<file path="config.mk">
export PLATFORM = sky130hd
export DESIGN_NAME = sasc_top
export DESIGN_NICKNAME = d
export VERILOG_FILES = /design/src/core/sasc_pkg.sv /design/src/core/sasc_conv.sv /design/src/core/sasc_top.sv
export SDC_FILE = /design/constraint.sdc
export NUM_CORES = 1
export LEC_CHECK = 0
export BUFFER_PORTS_ARGS = -buffer_cell sky130_fd_sc_hd__buf_2
export CAP_MARGIN = 20
export CORE_ASPECT_RATIO = 0.8
export CORE_MARGIN = 2
export CORE_UTILIZATION = 35
export DETAILED_ROUTE_END_ITERATION = 8
export PLACE_DENSITY = 0.59
export SYNTH_ARGS = -nofsm -noshare
export SYNTH_HDL_FRONTEND = slang
export SYNTH_HIERARCHICAL = 1
export SYNTH_SLANG_ARGS = --single-unit
</file>
<file path="constraint.sdc">
create_clock -name clock -period 8.4 [get_ports clock]
set_input_delay 0.42 -clock clock [delete_from_list [all_inputs] [get_ports clock]]
set_output_delay 0.42 -clock clock [all_outputs]
set_load 0.03 [all_outputs]
</file>
<file path="src/core/sasc_pkg.sv">
package sasc_pkg;

  // Converter geometry
  localparam int          RES_W          = 12;
  localparam int          MAX_CH         = 16;
  localparam int          BASE_CH        = 8;
  localparam int          NCH            = MAX_CH + 1;
  localparam logic [4:0]  TEMP_CH        = 5'h10;
  localparam int          SAMP_W         = 8;

  // Timing at a 100 MHz clock
  localparam int          CLK_KHZ        = 100000;
  localparam int          MAX_RATE_KSPS  = 806;
  localparam int          AGG_RATE_KSPS  = 1000;
  localparam int          AGG_PERIOD_CYC = CLK_KHZ / AGG_RATE_KSPS;
  localparam int          MIN_PERIOD_CYC = (CLK_KHZ + MAX_RATE_KSPS - 1) / MAX_RATE_KSPS;
  localparam int          BIT_CYC        = 4;

  // Register byte offsets
  localparam logic [11:0] CTRL_OFS       = 12'h000;
  localparam logic [11:0] FW_CONV_OFS    = 12'h004;
  localparam logic [11:0] CH_EN_OFS      = 12'h008;
  localparam logic [11:0] LIM_LO_OFS     = 12'h00c;
  localparam logic [11:0] LIM_HI_OFS     = 12'h010;
  localparam logic [11:0] INT_STAT_OFS   = 12'h014;
  localparam logic [11:0] INT_CLR_OFS    = 12'h018;
  localparam logic [11:0] INT_EN_OFS     = 12'h01c;
  localparam logic [11:0] STATE_OFS      = 12'h020;
  localparam logic [11:0] OOR_CH_OFS     = 12'h024;
  localparam logic [11:0] SAMP_BASE      = 12'h080;
  localparam logic [11:0] RES_BASE       = 12'h100;

  // Control field positions
  localparam int          CTRL_EN        = 0;
  localparam int          CTRL_AUTO      = 1;
  localparam int          CTRL_START     = 2;
  localparam int          CTRL_CONT      = 3;
  localparam int          CTRL_WIDE      = 4;
  localparam int          CTRL_REF_LSB   = 5;

  // Reference selections
  localparam logic [1:0]  REF_SUPPLY     = 2'h0;
  localparam logic [1:0]  REF_HALF       = 2'h1;
  localparam logic [1:0]  REF_BANDGAP    = 2'h2;
  localparam logic [1:0]  REF_EXT        = 2'h3;

  // Interrupt bits
  localparam int          INT_W          = 3;
  localparam int          INT_CONV       = 0;
  localparam int          INT_SCAN       = 1;
  localparam int          INT_OOR        = 2;

  // Reset values
  localparam logic [NCH-1:0]    CH_EN_RST  = 17'h000ff;
  localparam logic [RES_W-1:0]  LIM_LO_RST = 12'h000;
  localparam logic [RES_W-1:0]  LIM_HI_RST = 12'hfff;
  localparam logic [SAMP_W-1:0] SAMP_RST   = 8'h04;

  typedef struct packed {
    logic              last;
    logic [4:0]        ch;
    logic [SAMP_W-1:0] samp;
  } sasc_req_t;

  typedef struct packed {
    logic             last;
    logic [4:0]       ch;
    logic [RES_W-1:0] code;
  } sasc_res_t;

endpackage

</file>
<file path="src/core/sasc_conv.sv">
`timescale 1ns/100ps
module sasc_conv #(
  parameter int BIT_CYC    = sasc_pkg::BIT_CYC,
  parameter int PERIOD_CYC = sasc_pkg::AGG_PERIOD_CYC
) (
  // Clock and reset
  input  wire logic                 clock,
  input  wire logic                 rst_n,
  // Request side
  input  wire logic                 run,
  input  wire logic                 start,
  input  wire sasc_pkg::sasc_req_t  req,
  output logic                      ready,
  // Result side
  output logic                      res_valid,
  output sasc_pkg::sasc_res_t       res,
  // Converter side
  output logic [4:0]                mux_sel,
  output logic                      track,
  output logic [11:0]               dac_code,
  input  wire logic                 cmp_pin
);

  typedef enum logic [3:0] {
    CV_IDLE = 4'b0001,
    CV_SAMP = 4'b0010,
    CV_BITS = 4'b0100,
    CV_PAD  = 4'b1000
  } sasc_cv_t;

  localparam logic [7:0] BIT_N   = 8'(BIT_CYC);
  localparam logic [7:0] PER_END = 8'(PERIOD_CYC - 1);

  sasc_cv_t            state;
  sasc_cv_t            next_state;
  logic [7:0]          cnt;
  logic [7:0]          next_cnt;
  logic [7:0]          per;
  logic [7:0]          next_per;
  logic [3:0]          bitp;
  logic [3:0]          next_bitp;
  logic [11:0]         next_dac;
  logic [11:0]         trial;
  logic [4:0]          next_mux;
  logic                next_track;
  logic                next_valid;
  logic                tag_last;
  logic                next_last;
  logic [4:0]          tag_ch;
  logic [4:0]          next_ch;
  sasc_pkg::sasc_res_t next_res;
  logic                cmp_s1;
  logic                cmp_s2;
  logic                fin;

  always_comb
  begin
    next_state = state;
    next_cnt   = cnt;
    next_per   = (per == 8'hff) ? per : per + 8'h01;
    next_bitp  = bitp;
    next_dac   = dac_code;
    next_mux   = mux_sel;
    next_track = track;
    next_valid = 1'b0;
    next_res   = res;
    next_last  = tag_last;
    next_ch    = tag_ch;
    fin        = 1'b0;
    // Keep the trial bit only when the comparator says input is above it
    trial      = cmp_s2 ? dac_code : (dac_code & ~(12'h001 << bitp));
    case (state)
      CV_IDLE:
      begin
        next_per = 8'h00;
      end
      CV_SAMP:
      begin
        next_cnt = cnt - 8'h01;
        if (cnt == 8'h01)
        begin
          next_track = 1'b0;
          next_state = CV_BITS;
          next_bitp  = 4'hb;
          next_dac   = 12'h800;
          next_cnt   = BIT_N;
        end
      end
      CV_BITS:
      begin
        next_cnt = cnt - 8'h01;
        if (cnt == 8'h01)
        begin
          next_cnt  = BIT_N;
          next_bitp = bitp - 4'h1;
          if (bitp == 4'h0)
          begin
            next_dac   = trial;
            next_res   = '{last: tag_last, ch: tag_ch, code: trial};
            next_valid = 1'b1;
            fin        = (per >= PER_END);
            next_state = fin ? CV_IDLE : CV_PAD;
          end
          else
          begin
            next_dac = trial | (12'h001 << (bitp - 4'h1));
          end
        end
      end
      CV_PAD:
      begin
        if (per >= PER_END)
        begin
          fin        = 1'b1;
          next_state = CV_IDLE;
        end
      end
      default:
      begin
        next_state = CV_IDLE;
      end
    endcase
    ready = run && ((state == CV_IDLE) || fin);
    // Back-to-back launch: the next channel enters sampling on the finishing edge
    if (start && ready)
    begin
      next_state = CV_SAMP;
      next_cnt   = (req.samp == 8'h00) ? 8'h01 : req.samp;
      next_per   = 8'h00;
      next_mux   = req.ch;
      next_track = 1'b1;
      next_last  = req.last;
      next_ch    = req.ch;
    end
    if (!run)
    begin
      next_state = CV_IDLE;
      next_track = 1'b0;
      next_valid = 1'b0;
    end
  end

  always_ff @(posedge clock or negedge rst_n)
  begin
    if (!rst_n)
    begin
      state     <= CV_IDLE;
      cnt       <= 8'h00;
      per       <= 8'h00;
      bitp      <= 4'h0;
      dac_code  <= 12'h000;
      mux_sel   <= 5'h00;
      track     <= 1'b0;
      res_valid <= 1'b0;
      res       <= '0;
      tag_last  <= 1'b0;
      tag_ch    <= 5'h00;
      cmp_s1    <= 1'b0;
      cmp_s2    <= 1'b0;
    end
    else
    begin
      state     <= next_state;
      cnt       <= next_cnt;
      per       <= next_per;
      bitp      <= next_bitp;
      dac_code  <= next_dac;
      mux_sel   <= next_mux;
      track     <= next_track;
      res_valid <= next_valid;
      res       <= next_res;
      tag_last  <= next_last;
      tag_ch    <= next_ch;
      cmp_s1    <= cmp_pin;
      cmp_s2    <= cmp_s1;
    end
  end

endmodule

</file>
<file path="src/core/sasc_top.sv">
`timescale 1ns/100ps
// Notes on behaviour
// Results are 12 bits; conversion rate reaches 806 ksps and beyond.
// Sequencer routes 8 pin channels, extendable to 16.
// Scan steps through software-selected channels with no processor help.
// No idle cycles between channels; aggregate rate is 1 Msps.
// Channel switching by hardware scan or by firmware writes, per configuration.
// Each channel keeps its own result buffer.
// Each channel has its own programmable sample time.
// Low and high limits sit in two writable range registers.
// Out-of-range result raises its interrupt at once, not at scan end.
// Temperature sensor is a selectable conversion input.
// Reference select picks supply, half supply, bandgap or external pin.
// Sample-and-hold acquisition window length is programmable.
// Converter stops in deep-sleep or hibernate modes.
// Scan-complete event once every selected channel is converted and buffered.
// Every new result of an enabled channel is checked against both limits.
module sasc_top #(
  parameter int BIT_CYC    = sasc_pkg::BIT_CYC,
  parameter int PERIOD_CYC = sasc_pkg::AGG_PERIOD_CYC
) (
  // Clock and reset
  input  wire logic        clock,
  input  wire logic        rst_n,
  // APB slave
  input  wire logic        psel,
  input  wire logic        penable,
  input  wire logic        pwrite,
  input  wire logic [11:0] paddr,
  input  wire logic [31:0] pwdata,
  output logic      [31:0] prdata,
  output logic             pready,
  output logic             pslverr,
  // Interrupt
  output logic             irq,
  // Converter side
  output logic      [4:0]  mux_sel,
  output logic             track,
  output logic      [11:0] dac_code,
  output logic      [1:0]  ref_sel,
  input  wire logic        cmp_pin,
  // Power mode
  input  wire logic        sleep_pin
);

  localparam int         NCH  = sasc_pkg::NCH;
  localparam logic [4:0] NCH5 = 5'(sasc_pkg::NCH);

  typedef enum logic [1:0] {
    SQ_IDLE = 2'b01,
    SQ_RUN  = 2'b10
  } sasc_seq_t;

  // Configuration
  logic                         en;
  logic                         auto_mode;
  logic                         cont;
  logic                         wide;
  logic [NCH-1:0]               ch_en;
  logic [11:0]                  lim_lo;
  logic [11:0]                  lim_hi;
  logic [2:0]                   int_en;
  logic [7:0]                   samp      [NCH];
  logic                         next_en;
  logic                         next_auto;
  logic                         next_cont;
  logic                         next_wide;
  logic [1:0]                   next_ref;
  logic [NCH-1:0]               next_ch_en;
  logic [11:0]                  next_lim_lo;
  logic [11:0]                  next_lim_hi;
  logic [2:0]                   next_int_en;
  logic [7:0]                   next_samp [NCH];
  // Bus
  logic [4:0]                   idx;
  logic                         in_samp;
  logic                         in_res;
  logic                         rd_hit;
  logic [31:0]                  rd_val;
  logic                         wr;
  logic                         rd;
  logic                         setup;
  // Sequencer
  sasc_seq_t                    sq;
  sasc_seq_t                    next_sq;
  logic [4:0]                   ptr;
  logic [4:0]                   next_ptr;
  logic                         start_pend;
  logic                         next_start_pend;
  logic                         fw_pend;
  logic                         next_fw_pend;
  logic [4:0]                   fw_ch;
  logic [4:0]                   next_fw_ch;
  logic [4:0]                   cur_ch;
  logic [4:0]                   next_cur_ch;
  logic [NCH-1:0]               act_mask;
  logic [5:0]                   hit_nxt;
  logic [5:0]                   hit_first;
  logic [5:0]                   hit_after;
  logic                         launch;
  sasc_pkg::sasc_req_t          req;
  logic                         cv_ready;
  logic                         cv_valid;
  sasc_pkg::sasc_res_t          cv_res;
  logic                         run;
  logic                         slp_s1;
  logic                         asleep;
  // Results and events
  logic [11:0]                  res_mem      [NCH];
  logic [11:0]                  next_res_mem [NCH];
  logic [NCH-1:0]               res_vld;
  logic [NCH-1:0]               next_res_vld;
  logic [NCH-1:0]               oor_ch;
  logic [NCH-1:0]               next_oor_ch;
  logic [2:0]                   int_stat;
  logic [2:0]                   next_int_stat;
  logic [2:0]                   ev;
  logic                         oor;

  // Lowest enabled channel at or above a start point, with a found flag on top
  function automatic logic [5:0] find_ch(input logic [NCH-1:0] mask, input logic [4:0] from);
    logic [5:0] r;
    r = 6'h00;
    for (int i = NCH - 1; i >= 0; i--)
    begin
      if (mask[i] && (5'(i) >= from))
      begin
        r = {1'b1, 5'(i)};
      end
    end
    return r;
  endfunction

  assign setup   = psel && !penable;
  assign wr      = psel && penable && pready && pwrite;
  assign rd      = psel && penable && pready && !pwrite;
  assign idx     = paddr[6:2];
  assign in_samp = (paddr[11:7] == sasc_pkg::SAMP_BASE[11:7]) && (idx < NCH5);
  assign in_res  = (paddr[11:7] == sasc_pkg::RES_BASE[11:7]) && (idx < NCH5);

  // Register read mux
  always_comb
  begin
    rd_hit = 1'b1;
    rd_val = 32'h0000_0000;
    if (in_samp)
      rd_val = {24'h000000, samp[idx]};
    else if (in_res)
      rd_val = {res_vld[idx], 19'h00000, res_mem[idx]};
    else
    begin
      case (paddr)
        sasc_pkg::CTRL_OFS:     rd_val = {25'h0, ref_sel, wide, cont, 1'b0, auto_mode, en};
        sasc_pkg::FW_CONV_OFS:  rd_val = {27'h0, fw_ch};
        sasc_pkg::CH_EN_OFS:    rd_val = {15'h0, ch_en};
        sasc_pkg::LIM_LO_OFS:   rd_val = {20'h0, lim_lo};
        sasc_pkg::LIM_HI_OFS:   rd_val = {20'h0, lim_hi};
        sasc_pkg::INT_STAT_OFS: rd_val = {29'h0, int_stat};
        sasc_pkg::INT_CLR_OFS:  rd_val = 32'h0000_0000;
        sasc_pkg::INT_EN_OFS:   rd_val = {29'h0, int_en};
        sasc_pkg::STATE_OFS:    rd_val = {25'h0, cur_ch, asleep, (sq == SQ_RUN) || !cv_ready};
        sasc_pkg::OOR_CH_OFS:   rd_val = {15'h0, oor_ch};
        default:                rd_hit = 1'b0;
      endcase
    end
  end

  // Configuration writes
  always_comb
  begin
    next_en     = en;
    next_auto   = auto_mode;
    next_cont   = cont;
    next_wide   = wide;
    next_ref    = ref_sel;
    next_ch_en  = ch_en;
    next_lim_lo = lim_lo;
    next_lim_hi = lim_hi;
    next_int_en = int_en;
    next_samp   = samp;
    if (wr)
    begin
      if (in_samp)
        next_samp[idx] = pwdata[7:0];
      case (paddr)
        sasc_pkg::CTRL_OFS:
        begin
          next_en   = pwdata[sasc_pkg::CTRL_EN];
          next_auto = pwdata[sasc_pkg::CTRL_AUTO];
          next_cont = pwdata[sasc_pkg::CTRL_CONT];
          next_wide = pwdata[sasc_pkg::CTRL_WIDE];
          next_ref  = pwdata[sasc_pkg::CTRL_REF_LSB +: 2];
        end
        sasc_pkg::CH_EN_OFS:  next_ch_en  = pwdata[NCH-1:0];
        sasc_pkg::LIM_LO_OFS: next_lim_lo = pwdata[11:0];
        sasc_pkg::LIM_HI_OFS: next_lim_hi = pwdata[11:0];
        sasc_pkg::INT_EN_OFS: next_int_en = pwdata[2:0];
        default:              next_int_en = next_int_en;
      endcase
    end
  end

  // Channels 8 to 15 join the scan only in the wide setting; the sensor is channel 16
  assign act_mask  = ch_en & {1'b1, {8{wide}}, 8'hff};
  assign hit_nxt   = find_ch(act_mask, ptr);
  assign hit_first = find_ch(act_mask, 5'h00);
  assign hit_after = find_ch(act_mask, hit_nxt[4:0] + 5'h01);
  assign run       = en && !asleep;

  // Sequencer
  always_comb
  begin
    next_sq         = sq;
    next_ptr        = ptr;
    next_cur_ch     = cur_ch;
    next_fw_ch      = fw_ch;
    next_start_pend = start_pend && auto_mode;
    next_fw_pend    = fw_pend && !auto_mode;
    launch          = 1'b0;
    req             = '{last: 1'b0, ch: fw_ch, samp: samp[fw_ch]};
    case (sq)
      SQ_IDLE:
      begin
        if (start_pend && auto_mode && run && hit_first[5])
        begin
          next_sq         = SQ_RUN;
          next_ptr        = hit_first[4:0];
          next_start_pend = 1'b0;
        end
        else if (fw_pend && !auto_mode && cv_ready)
        begin
          launch       = 1'b1;
          next_fw_pend = 1'b0;
          next_cur_ch  = fw_ch;
        end
      end
      SQ_RUN:
      begin
        if (!run || !auto_mode)
          next_sq = SQ_IDLE;
        else if (!hit_nxt[5])
        begin
          next_ptr = 5'h00;
          next_sq  = cont ? SQ_RUN : SQ_IDLE;
        end
        else if (cv_ready)
        begin
          launch      = 1'b1;
          req         = '{last: !hit_after[5], ch: hit_nxt[4:0], samp: samp[hit_nxt[4:0]]};
          next_cur_ch = hit_nxt[4:0];
          next_ptr    = hit_nxt[4:0] + 5'h01;
          if (!hit_after[5])
          begin
            next_ptr = 5'h00;
            next_sq  = cont ? SQ_RUN : SQ_IDLE;
          end
        end
      end
      default:
      begin
        next_sq = SQ_IDLE;
      end
    endcase
    if (wr && paddr == sasc_pkg::CTRL_OFS && pwdata[sasc_pkg::CTRL_START])
      next_start_pend = pwdata[sasc_pkg::CTRL_AUTO];
    if (wr && paddr == sasc_pkg::FW_CONV_OFS && pwdata[4:0] < NCH5)
    begin
      next_fw_ch   = pwdata[4:0];
      next_fw_pend = !auto_mode;
    end
  end

  // Results, range check and interrupt status
  always_comb
  begin
    next_res_mem = res_mem;
    next_res_vld = res_vld;
    next_oor_ch  = oor_ch;
    oor          = (cv_res.code < lim_lo) || (cv_res.code > lim_hi);
    ev           = 3'h0;
    if (rd && in_res)
      next_res_vld[idx] = 1'b0;
    if (wr && paddr == sasc_pkg::OOR_CH_OFS)
      next_oor_ch = oor_ch & ~pwdata[NCH-1:0];
    if (cv_valid)
    begin
      next_res_mem[cv_res.ch] = cv_res.code;
      next_res_vld[cv_res.ch] = 1'b1;
      ev[sasc_pkg::INT_CONV]  = 1'b1;
      ev[sasc_pkg::INT_SCAN]  = cv_res.last;
      ev[sasc_pkg::INT_OOR]   = oor;
      if (oor)
        next_oor_ch[cv_res.ch] = 1'b1;
    end
    next_int_stat = int_stat | ev;
    if (wr && paddr == sasc_pkg::INT_CLR_OFS)
      next_int_stat = (int_stat & ~pwdata[2:0]) | ev;
  end

  sasc_conv #(
    .BIT_CYC    (BIT_CYC),
    .PERIOD_CYC (PERIOD_CYC)
  ) u_conv (
    .clock     (clock),
    .rst_n     (rst_n),
    .run       (run),
    .start     (launch),
    .req       (req),
    .ready     (cv_ready),
    .res_valid (cv_valid),
    .res       (cv_res),
    .mux_sel   (mux_sel),
    .track     (track),
    .dac_code  (dac_code),
    .cmp_pin   (cmp_pin)
  );

  always_ff @(posedge clock or negedge rst_n)
  begin
    if (!rst_n)
    begin
      en         <= 1'b0;
      auto_mode  <= 1'b0;
      cont       <= 1'b0;
      wide       <= 1'b0;
      ref_sel    <= sasc_pkg::REF_SUPPLY;
      ch_en      <= sasc_pkg::CH_EN_RST;
      lim_lo     <= sasc_pkg::LIM_LO_RST;
      lim_hi     <= sasc_pkg::LIM_HI_RST;
      int_en     <= 3'h0;
      samp       <= '{default: sasc_pkg::SAMP_RST};
      sq         <= SQ_IDLE;
      ptr        <= 5'h00;
      start_pend <= 1'b0;
      fw_pend    <= 1'b0;
      fw_ch      <= 5'h00;
      cur_ch     <= 5'h00;
      res_mem    <= '{default: 12'h000};
      res_vld    <= '0;
      oor_ch     <= '0;
      int_stat   <= 3'h0;
      irq        <= 1'b0;
      prdata     <= 32'h0000_0000;
      pready     <= 1'b0;
      pslverr    <= 1'b0;
      slp_s1     <= 1'b0;
      asleep     <= 1'b0;
    end
    else
    begin
      en         <= next_en;
      auto_mode  <= next_auto;
      cont       <= next_cont;
      wide       <= next_wide;
      ref_sel    <= next_ref;
      ch_en      <= next_ch_en;
      lim_lo     <= next_lim_lo;
      lim_hi     <= next_lim_hi;
      int_en     <= next_int_en;
      samp       <= next_samp;
      sq         <= next_sq;
      ptr        <= next_ptr;
      start_pend <= next_start_pend;
      fw_pend    <= next_fw_pend;
      fw_ch      <= next_fw_ch;
      cur_ch     <= next_cur_ch;
      res_mem    <= next_res_mem;
      res_vld    <= next_res_vld;
      oor_ch     <= next_oor_ch;
      int_stat   <= next_int_stat;
      irq        <= |(int_stat & int_en);
      prdata     <= setup ? rd_val : prdata;
      pready     <= setup;
      pslverr    <= setup && !rd_hit;
      slp_s1     <= sleep_pin;
      asleep     <= slp_s1;
    end
  end

endmodule

</file>
==> impl_metrics.csv <==
group,metric,value,unit
sta,fmaxAchievable,0.166,GHz
power_and_ir_drop,seq_power_share,43.5,%
place,dp_slack,2800,ps
cts,cts_tree,"built",
sta,period_share,71.7,%
cts,post_cts_buffers,0,
die,dieArea,85400,µm²
final_layout,drive_gt1_share,31.7,%
hold_path,hold_path.class,"primary input to flop",
power_and_ir_drop,leakage,15.0,nW
logic_synthesis,ys_types,95,
route,antenna_left,0,
cts,clk_pin_slew,60,ps
cts,cts_buffers,54,
critical_path,worstPathMaxFanout,13,
final_layout,fin_util,39.5,%
final_layout,final.fill_count,7790,
cts,cts_resized,0,
global_routing,grt_max_degree,89,
logic_synthesis,synth_most_common_cell,"dfrtp_1",
die,start_util,35.4,%
global_routing,track_usage,21.5,%
cts,cts_sinks,533,
outcome,outcome,"complete, no violations",
power_and_ir_drop,power_switching_share,27.7,%
logic_synthesis,synthArstFlopShare,100,%
logic_synthesis,yosys-top-cells-count,"dfrtp_1 (494), mux2_2 (377), nand2_1 (280)",
cts,cts_max_level,2,
route,drc_errors,0,
die,rows,94,
route,drt-wirelength-per-cell,25.3,µm
sta,slew_headroom,18.2,%
route,first_iter_violations,2688,
logic_synthesis,yosysWarnings,6,
logic_synthesis,ys_ff_latch,533,
global_routing,gr-total-overflow,0,
final_layout,multi_input_area,14700,µm²
critical_path,crit_type,"flop to flop",
power_and_ir_drop,power_frac_clock,43.8,%
global_routing,grt_pass1_wl,139000,µm
place,place_congestion,0.914,
final_layout,register_area,13400,µm²
final_layout,layout.nets,2592,
power_and_ir_drop,total_power,5.99,mW
global_routing,grt_pass1_vias,21574,
route,drt-total-wl,92700,µm
sta,grt_setup_unrepaired,"no",
logic_synthesis,synth_seq_area_share,46.0,%
cts,cts-hold-fix-buffers,3,
logic_synthesis,avgSynthCellArea,11.6,µm²
sta,worst_slack,2380,ps
die,design.core.area,82200,µm²
die,die_h,262,µm
logic_synthesis,syn-instance-count,2500,
sta,min_period,6020,ps
place,dpl.hpwl,63200,µm
sta,tightest_slew,1230,ps
logic_synthesis,synth_edf_count,0,
logic_synthesis,syn_area,29100,µm²
cts,cts_max_path_buffers,3,
logic_synthesis,synth.top_cell.area_share,42.5,%
global_routing,antenna_found_initial,4,
power_and_ir_drop,combPwrFrac,12.6,%
critical_path,cp.required,8950,ps
sta,setup_tns,0,ps
final_layout,area_growth,11.8,%
critical_path,crit_path_end_kind,"flop",
cts,clock_latency,630,ps
logic_synthesis,synth.area.top_cells,"dfrtp_1 (43%), mux2_2 (15%), mux4_2 (9.9%)",
route,drt_first_pass_iters,8,
die,die_w,326,µm
critical_path,start_kind,"flop",
place,portBuffers,76,
route,dr_total_vias,21629,
power_and_ir_drop,powerDensity,184,nW/µm²
critical_path,crit_arrival,6570,ps
sta,finalHoldViolations,0,
power_and_ir_drop,p_int,4.33,mW
sta,finalMaxSlewViolations,0,
logic_synthesis,synth_top_area_cell,"dfrtp_1",
power_and_ir_drop,irDropWorstVdd,169,µV
cts,cts_root_buffer,"clkbuf_16",
route,vias_per_cell,5.91,
run,drv_cap,0,
logic_synthesis,dominantRegCellSynth,"dfrtp_1",
die,io_pins,106,
sta,finalSetupViolCount,0,
power_and_ir_drop,netSwitchingPower,1.66,mW
sta,skew,29.1,ps
[kinds of logic after synthesis]
| kind of cell | share of synthesized area (%) |
|---|---|
| AOI/OAI and AO/OA | 10.7 |
| xor gates and xnor gates | 0.181 |
| adders and majority gates | 1.55 |
| buffers and inverters | 3.82 |
| DFF | 46.0 |
| muxes | 27.4 |
| other | 0.0129 |
| and+or+nand+nor | 10.3 |
[power groups by stage]
stage	logic (mW)	clock network (mW)	registers, mW
global route	0.830	2.78	2.61
CTS	0.746	2.67	2.61
detailed placement	0.742	0	2.65
floorplan	0.510	0	2.64
global placement	0.732	0	2.65
finish	0.758	2.62	2.61
[flip-flops by register name, indices dropped and copies added (netlist names), 8 cells and up]
register,cells
lim_hi,12
u_conv/cnt,8
u_conv/dac_code,12
res_vld,17
res_mem,204
samp,136
prdata,18
lim_lo,12
oor_ch,17
u_conv/per,8
u_conv/res,18
ch_en,17
[worst max-delay path, cell delays in order (launching register included)]
cell	delay, ps
dfrtp_1	470
inv_1	140
ha_1	390
or3b_2	530
o41ai_4	410
nand3b_2	160
a21oi_1	760
nand3_1	640
a31oi_1	1050
o221ai_1	680
nor3_1	380
a21oi_1	120
mux2i_1	190
[cell usage in the layout, fill, tap and decap left out, drive strengths merged, types with 12 or more instances in the layout]
cell,instances
a22oi,36
clkbuf,83
ha,36
nand2,280
conb,14
dfstp,39
nor2b,13
a22o,18
and2,15
a222oi,12
buf,126
a31oi,19
a21o,17
mux2i,75
and3,18
o21ai,144
dfrtp,494
a221oi,18
a21oi,52
nor2,87
mux2,383
nand3,101
nor3,33
nand2b,19
o31ai,26
nand4,12
inv,67
mux4,128
[per-stage QoR]
step	hold slack [ps]	cell area, µm²	instances
finish	71.5	32500	3657
detailed placement	336	30500	3543
global route	69.7	32500	3654
CTS	40.2	32400	3647
floorplan	124	29100	2513
global placement	344	30400	3539
[final timing paths]
kind / startpoint / to / slack (ps) / cells after the start
setup / recovery: u_conv/bitp[0]$_DFFE_PN0P_ / u_conv/cnt[0]$_DFFE_PN0P_ / 2380 / 12
hold / removal: pwdata[8] / lim_hi[8]$_DFFE_PN1P_ / 70 / 3
setup reg to reg: u_conv/bitp[0]$_DFFE_PN0P_ / u_conv/cnt[0]$_DFFE_PN0P_ / 2380 / 12
hold reg to reg: slp_s1$_DFF_PN0_ / asleep$_DFF_PN0_ / 360 / 0
max in group asynchronous: rst_n / res_mem[86]$_DFFE_PN0P_ / 5910 / 4
min in group asynchronous: rst_n / u_conv/per[2]$_DFFE_PN0P_ / 340 / 2
[layer usage]
| metal | up-vias | GRT usage (%) | part of all wire, % |
|---|---|---|---|
| met2 | 974 | 31.2 | 42 |
| met1 | 11212 | 31.7 | 46 |
| met5 | - | 0 | 0.014 |
| met4 | 2 | 5.01 | 1.9 |
| li1 | 9311 | - | - |
| met3 | 130 | 5.95 | 9.7 |
[layout make-up]
cell class	count	share of cell area, %
antenna	3	0.0231
clock buffer	83	5.05
clock inverter	18	0.835
inverter	68	0.801
multi-input combinational	1719	45.1
sequential	533	41.2
tap	1104	4.25
timing repair buffer	129	2.71
(Power assumes the default switching activity.)
